<file path="src/inc/ptc_regs.svh">
// Register indices, field positions and reset values of the timer core.
//
// Contract
// (RULE1) Transfer controller service clears flag A.
// (RULE2) Flag A clears by read-one, write-zero.
// (RULE3) Compare match on register A sets flag A.
// (RULE4) Capture into register A sets flag A.
// (RULE5) Three 16-bit counters, reset to zero.
// (RULE6) Channel 0 counts up; 1, 2 phase-direction.
// (RULE7) Counters and general registers: word access only.
// (RULE8) Eight general registers: four, two, two.
// (RULE9) General registers reset to all ones.
// (RULE10) Channel 0 C/D buffer A/B.
// (RULE11) Run bits 2..0 stop or start counters.
// (RULE12) Run register resets zero; reserved written zero.
// (RULE13) Software stops counter before mode changes.
// (RULE14) Run cleared: counter stops, pin level kept.
// (RULE15) I/O control write while stopped loads initial level.
// (RULE16) Sync bit joins channel to preset/clear.
// (RULE17) Synchronous operation needs two sync bits set.
// (RULE18) Sync clear also needs a clear source.
// (RULE19) Sync register resets zero; reserved written zero.
// (RULE20) Halt bit 13 stops the unit.
// (RULE21) Halt register resets to 0x3FFF.
// (RULE22) Byte registers take byte and word access.
// (RULE23) Counter wrap from all ones sets overflow.
// (RULE24) Byte writes to word registers are ignored.
// (RULE25) Synchronised counters are preset together.
`ifndef PTC_REGS_SVH
`define PTC_REGS_SVH

// ****************************************************************
// Word indices on the internal bus
// ****************************************************************
`define PTC_IDX_CNT0 4'h0
`define PTC_IDX_CNT2 4'h2
`define PTC_IDX_GR0 4'h3
`define PTC_IDX_GR7 4'hA
`define PTC_IDX_RUNSYNC 4'hB
`define PTC_IDX_STAT0 4'hC
`define PTC_IDX_STAT2 4'hE
`define PTC_IDX_HALT 4'hF

// ****************************************************************
// Fields and reset values
// ****************************************************************
`define PTC_CH_BITS 2:0
`define PTC_RUN_BITS 10:8
`define PTC_STAT_FLAG_A 0
`define PTC_STAT_OVF 4
`define PTC_HALT_BIT 13
`define PTC_CNT_RESET 16'h0000
`define PTC_GR_RESET 16'hFFFF
`define PTC_CNT_MAX 16'hFFFF
`define PTC_HALT_RESET 16'h3FFF
`define PTC_BYTE_RESET 3'h0
`define PTC_BE_WORD 2'h3

`endif

</file>
<file path="src/inc/ptc_pkg.sv">
// Types shared by the timer core and its bench.
package ptc_pkg;

  // One access on the internal 16-bit bus.
  typedef struct packed {
    logic rd;
    logic wr;
    logic [1:0] be;
    logic [3:0] addr;
    logic [15:0] wdata;
  } ptc_bus_req_type;

  // Transfer controller service of one channel's match-A request.
  typedef struct packed {
    logic ack;
    logic disable_select_bit;
    logic cnt_zero;
  } ptc_xfer_type;

endpackage : ptc_pkg

</file>
<file path="src/ptc_core.sv">
// Three-channel 16-bit timer core with its bus-visible registers.
`include "ptc_regs.svh"

module ptc_core
  import ptc_pkg::*;
#(
  parameter int NCH = 3,
  parameter int NGR = 8
)
(
  // Clock and reset
  input wire logic clk,
  input wire logic rst_n,
  input wire logic hw_standby,
  // Internal bus
  input wire ptc_bus_req_type bus_req,
  output logic [15:0] bus_rdata_r,
  output logic bus_rvalid_r,
  // Count clocks and direction
  input wire logic [NCH-1:0] count_tick,
  input wire logic [NCH-1:0] phase_mode,
  input wire logic [NCH-1:0] count_down,
  // Counter clearing sources
  input wire logic [NCH-1:0] clr_on_match_a,
  input wire logic [NCH-1:0] clr_by_sync,
  // General register function and capture strobes
  input wire logic [NGR-1:0] gr_capture_mode,
  input wire logic [NGR-1:0] capture_in,
  input wire logic [1:0] buffer_en,
  // Transfer controller service
  input wire ptc_xfer_type [NCH-1:0] xfer,
  // Pin control
  input wire logic [NCH-1:0] match_level,
  input wire logic [NCH-1:0] io_ctrl_wr,
  input wire logic [NCH-1:0] init_level,
  // Status and pins
  output logic [NCH-1:0] match_capture_flag_a_r,
  output logic [NCH-1:0] overflow_flag_r,
  output logic [NCH-1:0] timer_io_pin_r,
  output logic timer_halt_bit_r
);

  // ****************************************************************
  // State
  // ****************************************************************
  logic [15:0] channel_counter_r [NCH];
  logic [15:0] channel_counter_nxt [NCH];
  logic [15:0] general_regs_r [NGR];
  logic [15:0] general_regs_nxt [NGR];
  logic [2:0] run_control_reg_r;
  logic [2:0] run_control_reg_nxt;
  logic [2:0] sync_select_reg_r;
  logic [2:0] sync_select_reg_nxt;
  logic [15:0] halt_control_reg_r;
  logic [15:0] halt_control_reg_nxt;
  logic [NCH-1:0] flag_a_nxt;
  logic [NCH-1:0] ovf_nxt;
  logic [NCH-1:0] flag_a_seen_r;
  logic [NCH-1:0] flag_a_seen_nxt;
  logic [NCH-1:0] ovf_seen_r;
  logic [NCH-1:0] ovf_seen_nxt;
  logic [NCH-1:0] pin_nxt;
  logic [15:0] rdata_nxt;
  logic rvalid_nxt;
  logic clear_all;

  // ****************************************************************
  // Decode helpers
  // ****************************************************************
  // Channel that owns each general register.
  function automatic int gr_chan(input int i);
    gr_chan = (i < 4) ? 0 : ((i < 6) ? 1 : 2);
  endfunction : gr_chan

  // Index of a channel's register A.
  function automatic int gr_a_of(input int c);
    gr_a_of = (c == 0) ? 0 : (2 * c + 2);
  endfunction : gr_a_of

  logic word_wr;
  logic [NCH-1:0] live;
  logic [NGR-1:0] gr_match;
  logic [NGR-1:0] gr_cap;
  logic [NCH-1:0] clr_evt;
  logic sync_clr;

  assign clear_all = ~rst_n | hw_standby;
  assign word_wr = bus_req.wr & (bus_req.be == `PTC_BE_WORD); // RULE7 RULE24

  always_comb
  begin
    for (int c = 0; c < NCH; c++)
    begin
      // A halted unit freezes and raises no events.
      live[c] = run_control_reg_r[c] & ~halt_control_reg_r[`PTC_HALT_BIT];
    end
    for (int i = 0; i < NGR; i++)
    begin
      gr_match[i] = ~gr_capture_mode[i] & ~halt_control_reg_r[`PTC_HALT_BIT]
        & (channel_counter_r[gr_chan(i)] == general_regs_r[i]);
      gr_cap[i] = gr_capture_mode[i] & capture_in[i]
        & ~halt_control_reg_r[`PTC_HALT_BIT];
    end
    sync_clr = 1'b0;
    for (int c = 0; c < NCH; c++)
    begin
      clr_evt[c] = clr_on_match_a[c] & gr_match[gr_a_of(c)] & live[c];
      if (clr_evt[c] & sync_select_reg_r[c])
      begin
        sync_clr = 1'b1; // RULE16
      end
    end
  end

  // ****************************************************************
  // Counters, general registers and flags
  // ****************************************************************
  always_comb
  begin
    logic [3:0] a;
    a = bus_req.addr;
    for (int c = 0; c < NCH; c++)
    begin
      channel_counter_nxt[c] = channel_counter_r[c];
      flag_a_nxt[c] = match_capture_flag_a_r[c];
      ovf_nxt[c] = overflow_flag_r[c];
      flag_a_seen_nxt[c] = flag_a_seen_r[c];
      ovf_seen_nxt[c] = ovf_seen_r[c];
      pin_nxt[c] = timer_io_pin_r[c];
    end
    for (int i = 0; i < NGR; i++)
    begin
      general_regs_nxt[i] = general_regs_r[i];
    end
    run_control_reg_nxt = run_control_reg_r;
    sync_select_reg_nxt = sync_select_reg_r;
    halt_control_reg_nxt = halt_control_reg_r;

    // Counting; a stopped channel holds its value except when a synchronous clear zeroes it.
    for (int c = 0; c < NCH; c++)
    begin
      if (live[c] & count_tick[c])
      begin
        if ((c != 0) & phase_mode[c] & count_down[c]) // RULE6
        begin
          channel_counter_nxt[c] = channel_counter_r[c] - 16'h0001;
        end
        else
        begin
          channel_counter_nxt[c] = channel_counter_r[c] + 16'h0001;
        end
      end
      if (clr_evt[c] | (sync_clr & sync_select_reg_r[c] & clr_by_sync[c]))
      begin
        channel_counter_nxt[c] = `PTC_CNT_RESET; // RULE16 RULE18
      end
      // Pin follows compare match A only while the channel runs.
      if (live[c] & gr_match[gr_a_of(c)])
      begin
        pin_nxt[c] = match_level[c]; // RULE14
      end
      if (io_ctrl_wr[c] & ~run_control_reg_r[c])
      begin
        pin_nxt[c] = init_level[c]; // RULE15
      end
    end

    // Capture and buffer transfers.
    for (int i = 0; i < NGR; i++)
    begin
      if (gr_cap[i])
      begin
        general_regs_nxt[i] = channel_counter_r[gr_chan(i)];
      end
    end
    for (int b = 0; b < 2; b++)
    begin
      if (buffer_en[b] & gr_cap[b])
      begin
        general_regs_nxt[b + 2] = general_regs_r[b]; // RULE10
      end
      else if (buffer_en[b] & gr_match[b])
      begin
        general_regs_nxt[b] = general_regs_r[b + 2]; // RULE10
      end
    end

    // Software writes take priority over counting in the same cycle.
    if (word_wr & (a <= `PTC_IDX_CNT2))
    begin
      for (int c = 0; c < NCH; c++)
      begin
        if ((4'(c) == a)
          | (sync_select_reg_r[a[1:0]] & sync_select_reg_r[c]))
        begin
          channel_counter_nxt[c] = bus_req.wdata; // RULE25 RULE16
        end
      end
    end
    if (word_wr & (a >= `PTC_IDX_GR0) & (a <= `PTC_IDX_GR7))
    begin
      general_regs_nxt[3'(a - `PTC_IDX_GR0)] = bus_req.wdata; // RULE7
    end
    if (bus_req.wr & (a == `PTC_IDX_RUNSYNC))
    begin
      if (bus_req.be[1])
      begin
        run_control_reg_nxt = bus_req.wdata[`PTC_RUN_BITS]; // RULE11 RULE22
      end
      if (bus_req.be[0])
      begin
        sync_select_reg_nxt = bus_req.wdata[`PTC_CH_BITS]; // RULE22
      end
    end
    if (bus_req.wr & (a == `PTC_IDX_HALT))
    begin
      if (bus_req.be[1])
      begin
        halt_control_reg_nxt[15:8] = bus_req.wdata[15:8]; // RULE20
      end
      if (bus_req.be[0])
      begin
        halt_control_reg_nxt[7:0] = bus_req.wdata[7:0];
      end
    end

    // Flag clearing, then setting, so a same-cycle event is kept.
    for (int c = 0; c < NCH; c++)
    begin
      if (bus_req.rd & (a == `PTC_IDX_STAT0 + 4'(c)))
      begin
        flag_a_seen_nxt[c] = flag_a_seen_r[c] | match_capture_flag_a_r[c];
        ovf_seen_nxt[c] = ovf_seen_r[c] | overflow_flag_r[c];
      end
      if (bus_req.wr & bus_req.be[0] & (a == `PTC_IDX_STAT0 + 4'(c)))
      begin
        if (~bus_req.wdata[`PTC_STAT_FLAG_A] & flag_a_seen_r[c])
        begin
          flag_a_nxt[c] = 1'b0; // RULE2
          flag_a_seen_nxt[c] = 1'b0;
        end
        if (~bus_req.wdata[`PTC_STAT_OVF] & ovf_seen_r[c])
        begin
          ovf_nxt[c] = 1'b0; // RULE23
          ovf_seen_nxt[c] = 1'b0;
        end
      end
      if (xfer[c].ack & ~xfer[c].disable_select_bit & ~xfer[c].cnt_zero)
      begin
        flag_a_nxt[c] = 1'b0; // RULE1
        flag_a_seen_nxt[c] = 1'b0;
      end
      if (gr_match[gr_a_of(c)] | gr_cap[gr_a_of(c)]) // RULE3 RULE4
      begin
        flag_a_nxt[c] = 1'b1;
      end
      if (live[c] & count_tick[c] & ~((c != 0) & phase_mode[c]
        & count_down[c]) & (channel_counter_r[c] == `PTC_CNT_MAX))
      begin
        ovf_nxt[c] = 1'b1; // RULE23
      end
    end
  end

  always_ff @(posedge clk)
  begin
    if (clear_all)
    begin
      channel_counter_r <= '{default: `PTC_CNT_RESET}; // RULE5
      general_regs_r <= '{default: `PTC_GR_RESET}; // RULE8 RULE9
      run_control_reg_r <= `PTC_BYTE_RESET; // RULE12
      sync_select_reg_r <= `PTC_BYTE_RESET; // RULE19
      halt_control_reg_r <= `PTC_HALT_RESET; // RULE21
      match_capture_flag_a_r <= '0;
      overflow_flag_r <= '0;
      flag_a_seen_r <= '0;
      ovf_seen_r <= '0;
      timer_io_pin_r <= '0;
      timer_halt_bit_r <= 1'b0;
      bus_rdata_r <= 16'h0000;
      bus_rvalid_r <= 1'b0;
    end
    else
    begin
      channel_counter_r <= channel_counter_nxt;
      general_regs_r <= general_regs_nxt;
      run_control_reg_r <= run_control_reg_nxt;
      sync_select_reg_r <= sync_select_reg_nxt;
      halt_control_reg_r <= halt_control_reg_nxt;
      match_capture_flag_a_r <= flag_a_nxt;
      overflow_flag_r <= ovf_nxt;
      flag_a_seen_r <= flag_a_seen_nxt;
      ovf_seen_r <= ovf_seen_nxt;
      timer_io_pin_r <= pin_nxt;
      timer_halt_bit_r <= halt_control_reg_nxt[`PTC_HALT_BIT];
      bus_rdata_r <= rdata_nxt;
      bus_rvalid_r <= rvalid_nxt;
    end
  end

  // ****************************************************************
  // Read path
  // ****************************************************************
  // Data returns one cycle after the read strobe; all sixteen indices are mapped.
  always_comb
  begin
    logic [3:0] a;
    a = bus_req.addr;
    rdata_nxt = 16'h0000;
    rvalid_nxt = bus_req.rd;
    if (a <= `PTC_IDX_CNT2)
    begin
      rdata_nxt = channel_counter_r[a[1:0]];
    end
    else if (a <= `PTC_IDX_GR7)
    begin
      rdata_nxt = general_regs_r[3'(a - `PTC_IDX_GR0)];
    end
    else if (a == `PTC_IDX_RUNSYNC)
    begin
      rdata_nxt = {5'h00, run_control_reg_r, 5'h00, sync_select_reg_r};
    end
    else if (a <= `PTC_IDX_STAT2)
    begin
      rdata_nxt[`PTC_STAT_FLAG_A] =
        match_capture_flag_a_r[2'(a - `PTC_IDX_STAT0)];
      rdata_nxt[`PTC_STAT_OVF] = overflow_flag_r[2'(a - `PTC_IDX_STAT0)];
    end
    else
    begin
      rdata_nxt = halt_control_reg_r;
    end
  end

endmodule : ptc_core

</file>
<file path="config.mk">
export PLATFORM = sky130hd
export DESIGN_NAME = ptc_core
export DESIGN_NICKNAME = d
export VERILOG_FILES = /design/src/inc/ptc_pkg.sv /design/src/ptc_core.sv
export VERILOG_INCLUDE_DIRS = /design/src /design/src/inc
export SDC_FILE = /design/constraint.sdc
export NUM_CORES = 1
export LEC_CHECK = 0
export BUFFER_PORTS_ARGS = -buffer_cell sky130_fd_sc_hd__buf_2
export CAP_MARGIN = 5
export CORE_ASPECT_RATIO = 1.2
export CORE_MARGIN = 2
export CORE_UTILIZATION = 60
export CTS_CLUSTER_DIAMETER = 40
export DETAILED_ROUTE_END_ITERATION = 8
export MAX_ROUTING_LAYER = met4
export PLACE_DENSITY = 0.9
export SYNTH_ARGS = -nofsm -noshare
export SYNTH_HDL_FRONTEND = slang
export SYNTH_SLANG_ARGS = --single-unit
</file>
<file path="constraint.sdc">
create_clock -name clk -period 5.8 [get_ports clk]
set_input_delay 0.87 -clock clk [delete_from_list [all_inputs] [get_ports clk]]
set_output_delay 0.87 -clock clk [all_outputs]
set_load 0.02 [all_outputs]
</file>
==> impl_metrics.toml <==
[cts]
cts_buffers = 36
clk_latency_ns = 0.53
clkTransAtPathRegs_ns = 0.06
clk_path_buf_depth = 3
cts_setup_buffers = 0
htree_levels = 2
cts.repair.resized = 0
tritoncts = "done"
root_buffer = "clkbuf_16"
cts.sinks = 231
cts_hold_buf = 0

[critical_path]
critical_path_class = "flop to flop"
critPathArrivalTime_ns = 4.28
start_kind = "flop"
reg2reg_from = "channel_counter_r[45]"
critPathRequiredTime_ns = 6.13
critPathLaunch = "channel_counter_r[45]"
critPathCaptureType = "flop"
crit_path_max_fanout = 32

[routing]
via_per_inst = 6.71
drc = 0
wire_per_inst_um = 23.9
ant_nets = 0
routed_wl_um = 54900
num_vias = 15412
drt_iter0_drc = 2102
drt-pass1-iter-count = 6

[logic_synthesis]
synth_top_area_share_pct = 31.7
ys_types = 77
synth_seq_cells = 231
async_reset_ff_share_pct = 0
syn_inst = 1933
synth_edf_count = 0
synth.area.top_cells = "dfxtp_1, nand2_1, o21ai_0, mux2i_1, mux4_2"
synth_area_um2 = 14600
postSynthAreaPerCell_um2 = 7.56
synth_ff_type = "dfxtp_1"
yosysSeqAreaShare_pct = 31.7
synth_nets = 2045
synth_warnings = 0
synth_top_area_cell = "dfxtp_1"

[layout]
multi_input_area_um2 = 9250
syn_to_final_growth_pct = 11.3
stdcell_count = 2297
nNetsFinal = 2060
nFillCells = 2025
drive_gt1_share_pct = 13.1
final-seq-area_um2 = 4620

[timing]
min_period_ns = 3.96
hold_viol = 0
max_freq_mhz = 253
relSlewSlack_pct = 16.4
fin_worst_skew_ns = 0.0186
rsz0062_at_grt = "false"
setup_viol = 0
final.period_utilization_pct = 68.2
setup_tns_ns = 0
tightestPinTransition_ns = 1.25
slew_viol_final = 0

[floorplanning]
core_area_um2 = 23900
io_pins = 105
chipHeight_um = 175
rows = 62
start_util_pct = 61.1
fp.dieArea_um2 = 25600
die_width_um = 146

[global_routing]
grt-ovfl-total = 0
track_usage_pct = 43.8
grt_first_pass_wirelength_um = 83700
grt_max_degree = 66
grt_pass1_vias = 14353
grt_antenna_before_repair = 4

[power_and_ir_drop]
vdd_drop_max_v = 0.000239
p_per_area_nw_per_um2 = 246
leakage_nw = 6.67

[hold_path]
hp-start = "timer_io_pin_r[0]"
hp-class = "flop to flop"

[job]
maxCapViolCount = 0

[outcome]
status = "completed"

[place]
portBuffers = 102
hpwl_um = 37200
dp_cells = 2229
gp_congestion = 1.09
## placed cells by master (no fill, tap or decap), types with 8 or more instances in the layout
master	n
buf_4	36
dfxtp_1	231
xor2_1	28
a22o_1	8
nor3_1	20
nand4_1	30
ha_1	31
buf_2	102
a21oi_1	94
mux4_2	30
nor2_1	117
nand3_1	121
clkbuf_16	37
inv_1	13
o21ai_0	153
mux2i_1	76
o211ai_1	64
a221oi_1	14
a22oi_1	16
a211oi_1	21
and2_1	10
nand2_1	469
nand2b_1	8
and3_1	14
xnor2_1	76
## layer usage
layer	vias up	wire [µm]	track usage, %	part of all wire [%]
li1	6852	-	-	-
met1	7123	19000	52.3	35
met2	1128	23200	63.7	42
met3	309	7370	10.7	13
met4	0	5410	33.7	9.8
met5	-	0	-	0
## path summary, 6_finish.rpt
| kind | endpoint | slack (ns) | cells past startpoint |
|---|---|---|---|
| hold reg to reg | timer_io_pin_r[0] | 0.46 | 2 |
| setup / recovery | general_regs_r[116] | 1.84 | 8 |
| hold / removal | timer_io_pin_r[0] | 0.46 | 2 |
| setup reg to reg | general_regs_r[116] | 1.84 | 8 |
## cell type report
cell class | count | share of cell area, %
antenna | 4 | 0.0616
clock inverter | 20 | 1.04
clock buffer | 43 | 5.89
sequential | 231 | 28.4
timing repair buffer | 139 | 4.87
inverter | 15 | 0.346
multi-input combinational | 1525 | 56.9
tap | 320 | 2.46
## registers in the layout, indices dropped and copies added, names as in the netlist
register / cells
run_control_reg_r: 3
general_regs_r: 128
sync_select_reg_r: 3
ovf_seen_r: 3
flag_a_seen_r: 3
bus_rdata_r: 16
overflow_flag_r: 3
channel_counter_r: 48
timer_halt_bit_r: 1
bus_rvalid_r: 1
timer_io_pin_r: 3
match_capture_flag_a_r: 3
halt_control_reg_r: 16
## stage by stage
stage	cell area (µm²)	power, mW	utilization [%]	setup WS (ns)	hold slack (ns)
finish	16300	4.00	68.1	1.84	0.462
floorplan	14600	1.83	-	2.41	0.432
global placement	15100	1.94	63.2	1.82	0.444
detailed placement	15100	1.95	63.2	1.67	0.452
global route	16300	4.06	68.1	1.86	0.487
CTS	16200	3.97	68.0	2.12	0.462
## power by group
| group | switching [mW] | internal (mW) | leakage [nW] | total [mW] |
|---|---|---|---|---|
| logic | 0.223 | 0.0982 | 4.25 | 0.321 |
| clock network | 0.861 | 1.21 | 0.551 | 2.07 |
| registers | 0.00691 | 1.60 | 1.87 | 1.61 |
| total | 1.09 | 2.91 | 6.67 | 4.00 |
## logic make-up (layout without fill, tap and decap cells)
family / count (synthesis) / count (layout) / synth area share [%]
xor gates and xnor gates: 105 / 105 / 6.30
adders and majority gates: 34 / 34 / 3.02
and+or+nand+nor: 840 / 840 / 25.0
other: 0 / 4 / 0
muxes: 109 / 109 / 10.1
buffers and inverters: 177 / 217 / 5.23
AOI/OAI and AO/OA: 437 / 437 / 18.7
DFF: 231 / 231 / 31.7
## worst max-delay path, stage by stage, from the launching register on
cell      delay [ns]
dfxtp_1         0.67
xnor2_1         0.19
nand4_1         0.12
nor3_1          0.58
nor3b_2         0.71
and3_1          1.03
nor2_1          0.13
a21oi_1         0.21
o211ai_1        0.13
## synth_stat cells, types with 7 or more instances
master	instances
a211oi_1	21
nor2b_1	7
nand2b_1	8
a22o_1	8
a22oi_1	16
nand3_1	121
o211ai_1	64
o21ai_0	153
nor2_1	120
xor2_1	28
nand4_1	30
xnor2_1	77
nor3_1	22
a21oi_1	94
inv_1	13
mux2i_1	76
and3_1	14
ha_1	32
and2_1	10
a221oi_1	14
clkbuf_1	106
nand2_1	469
buf_2	41
mux4_2	30
dfxtp_1	231
Note: power is estimated with default switching activity, not from simulation.
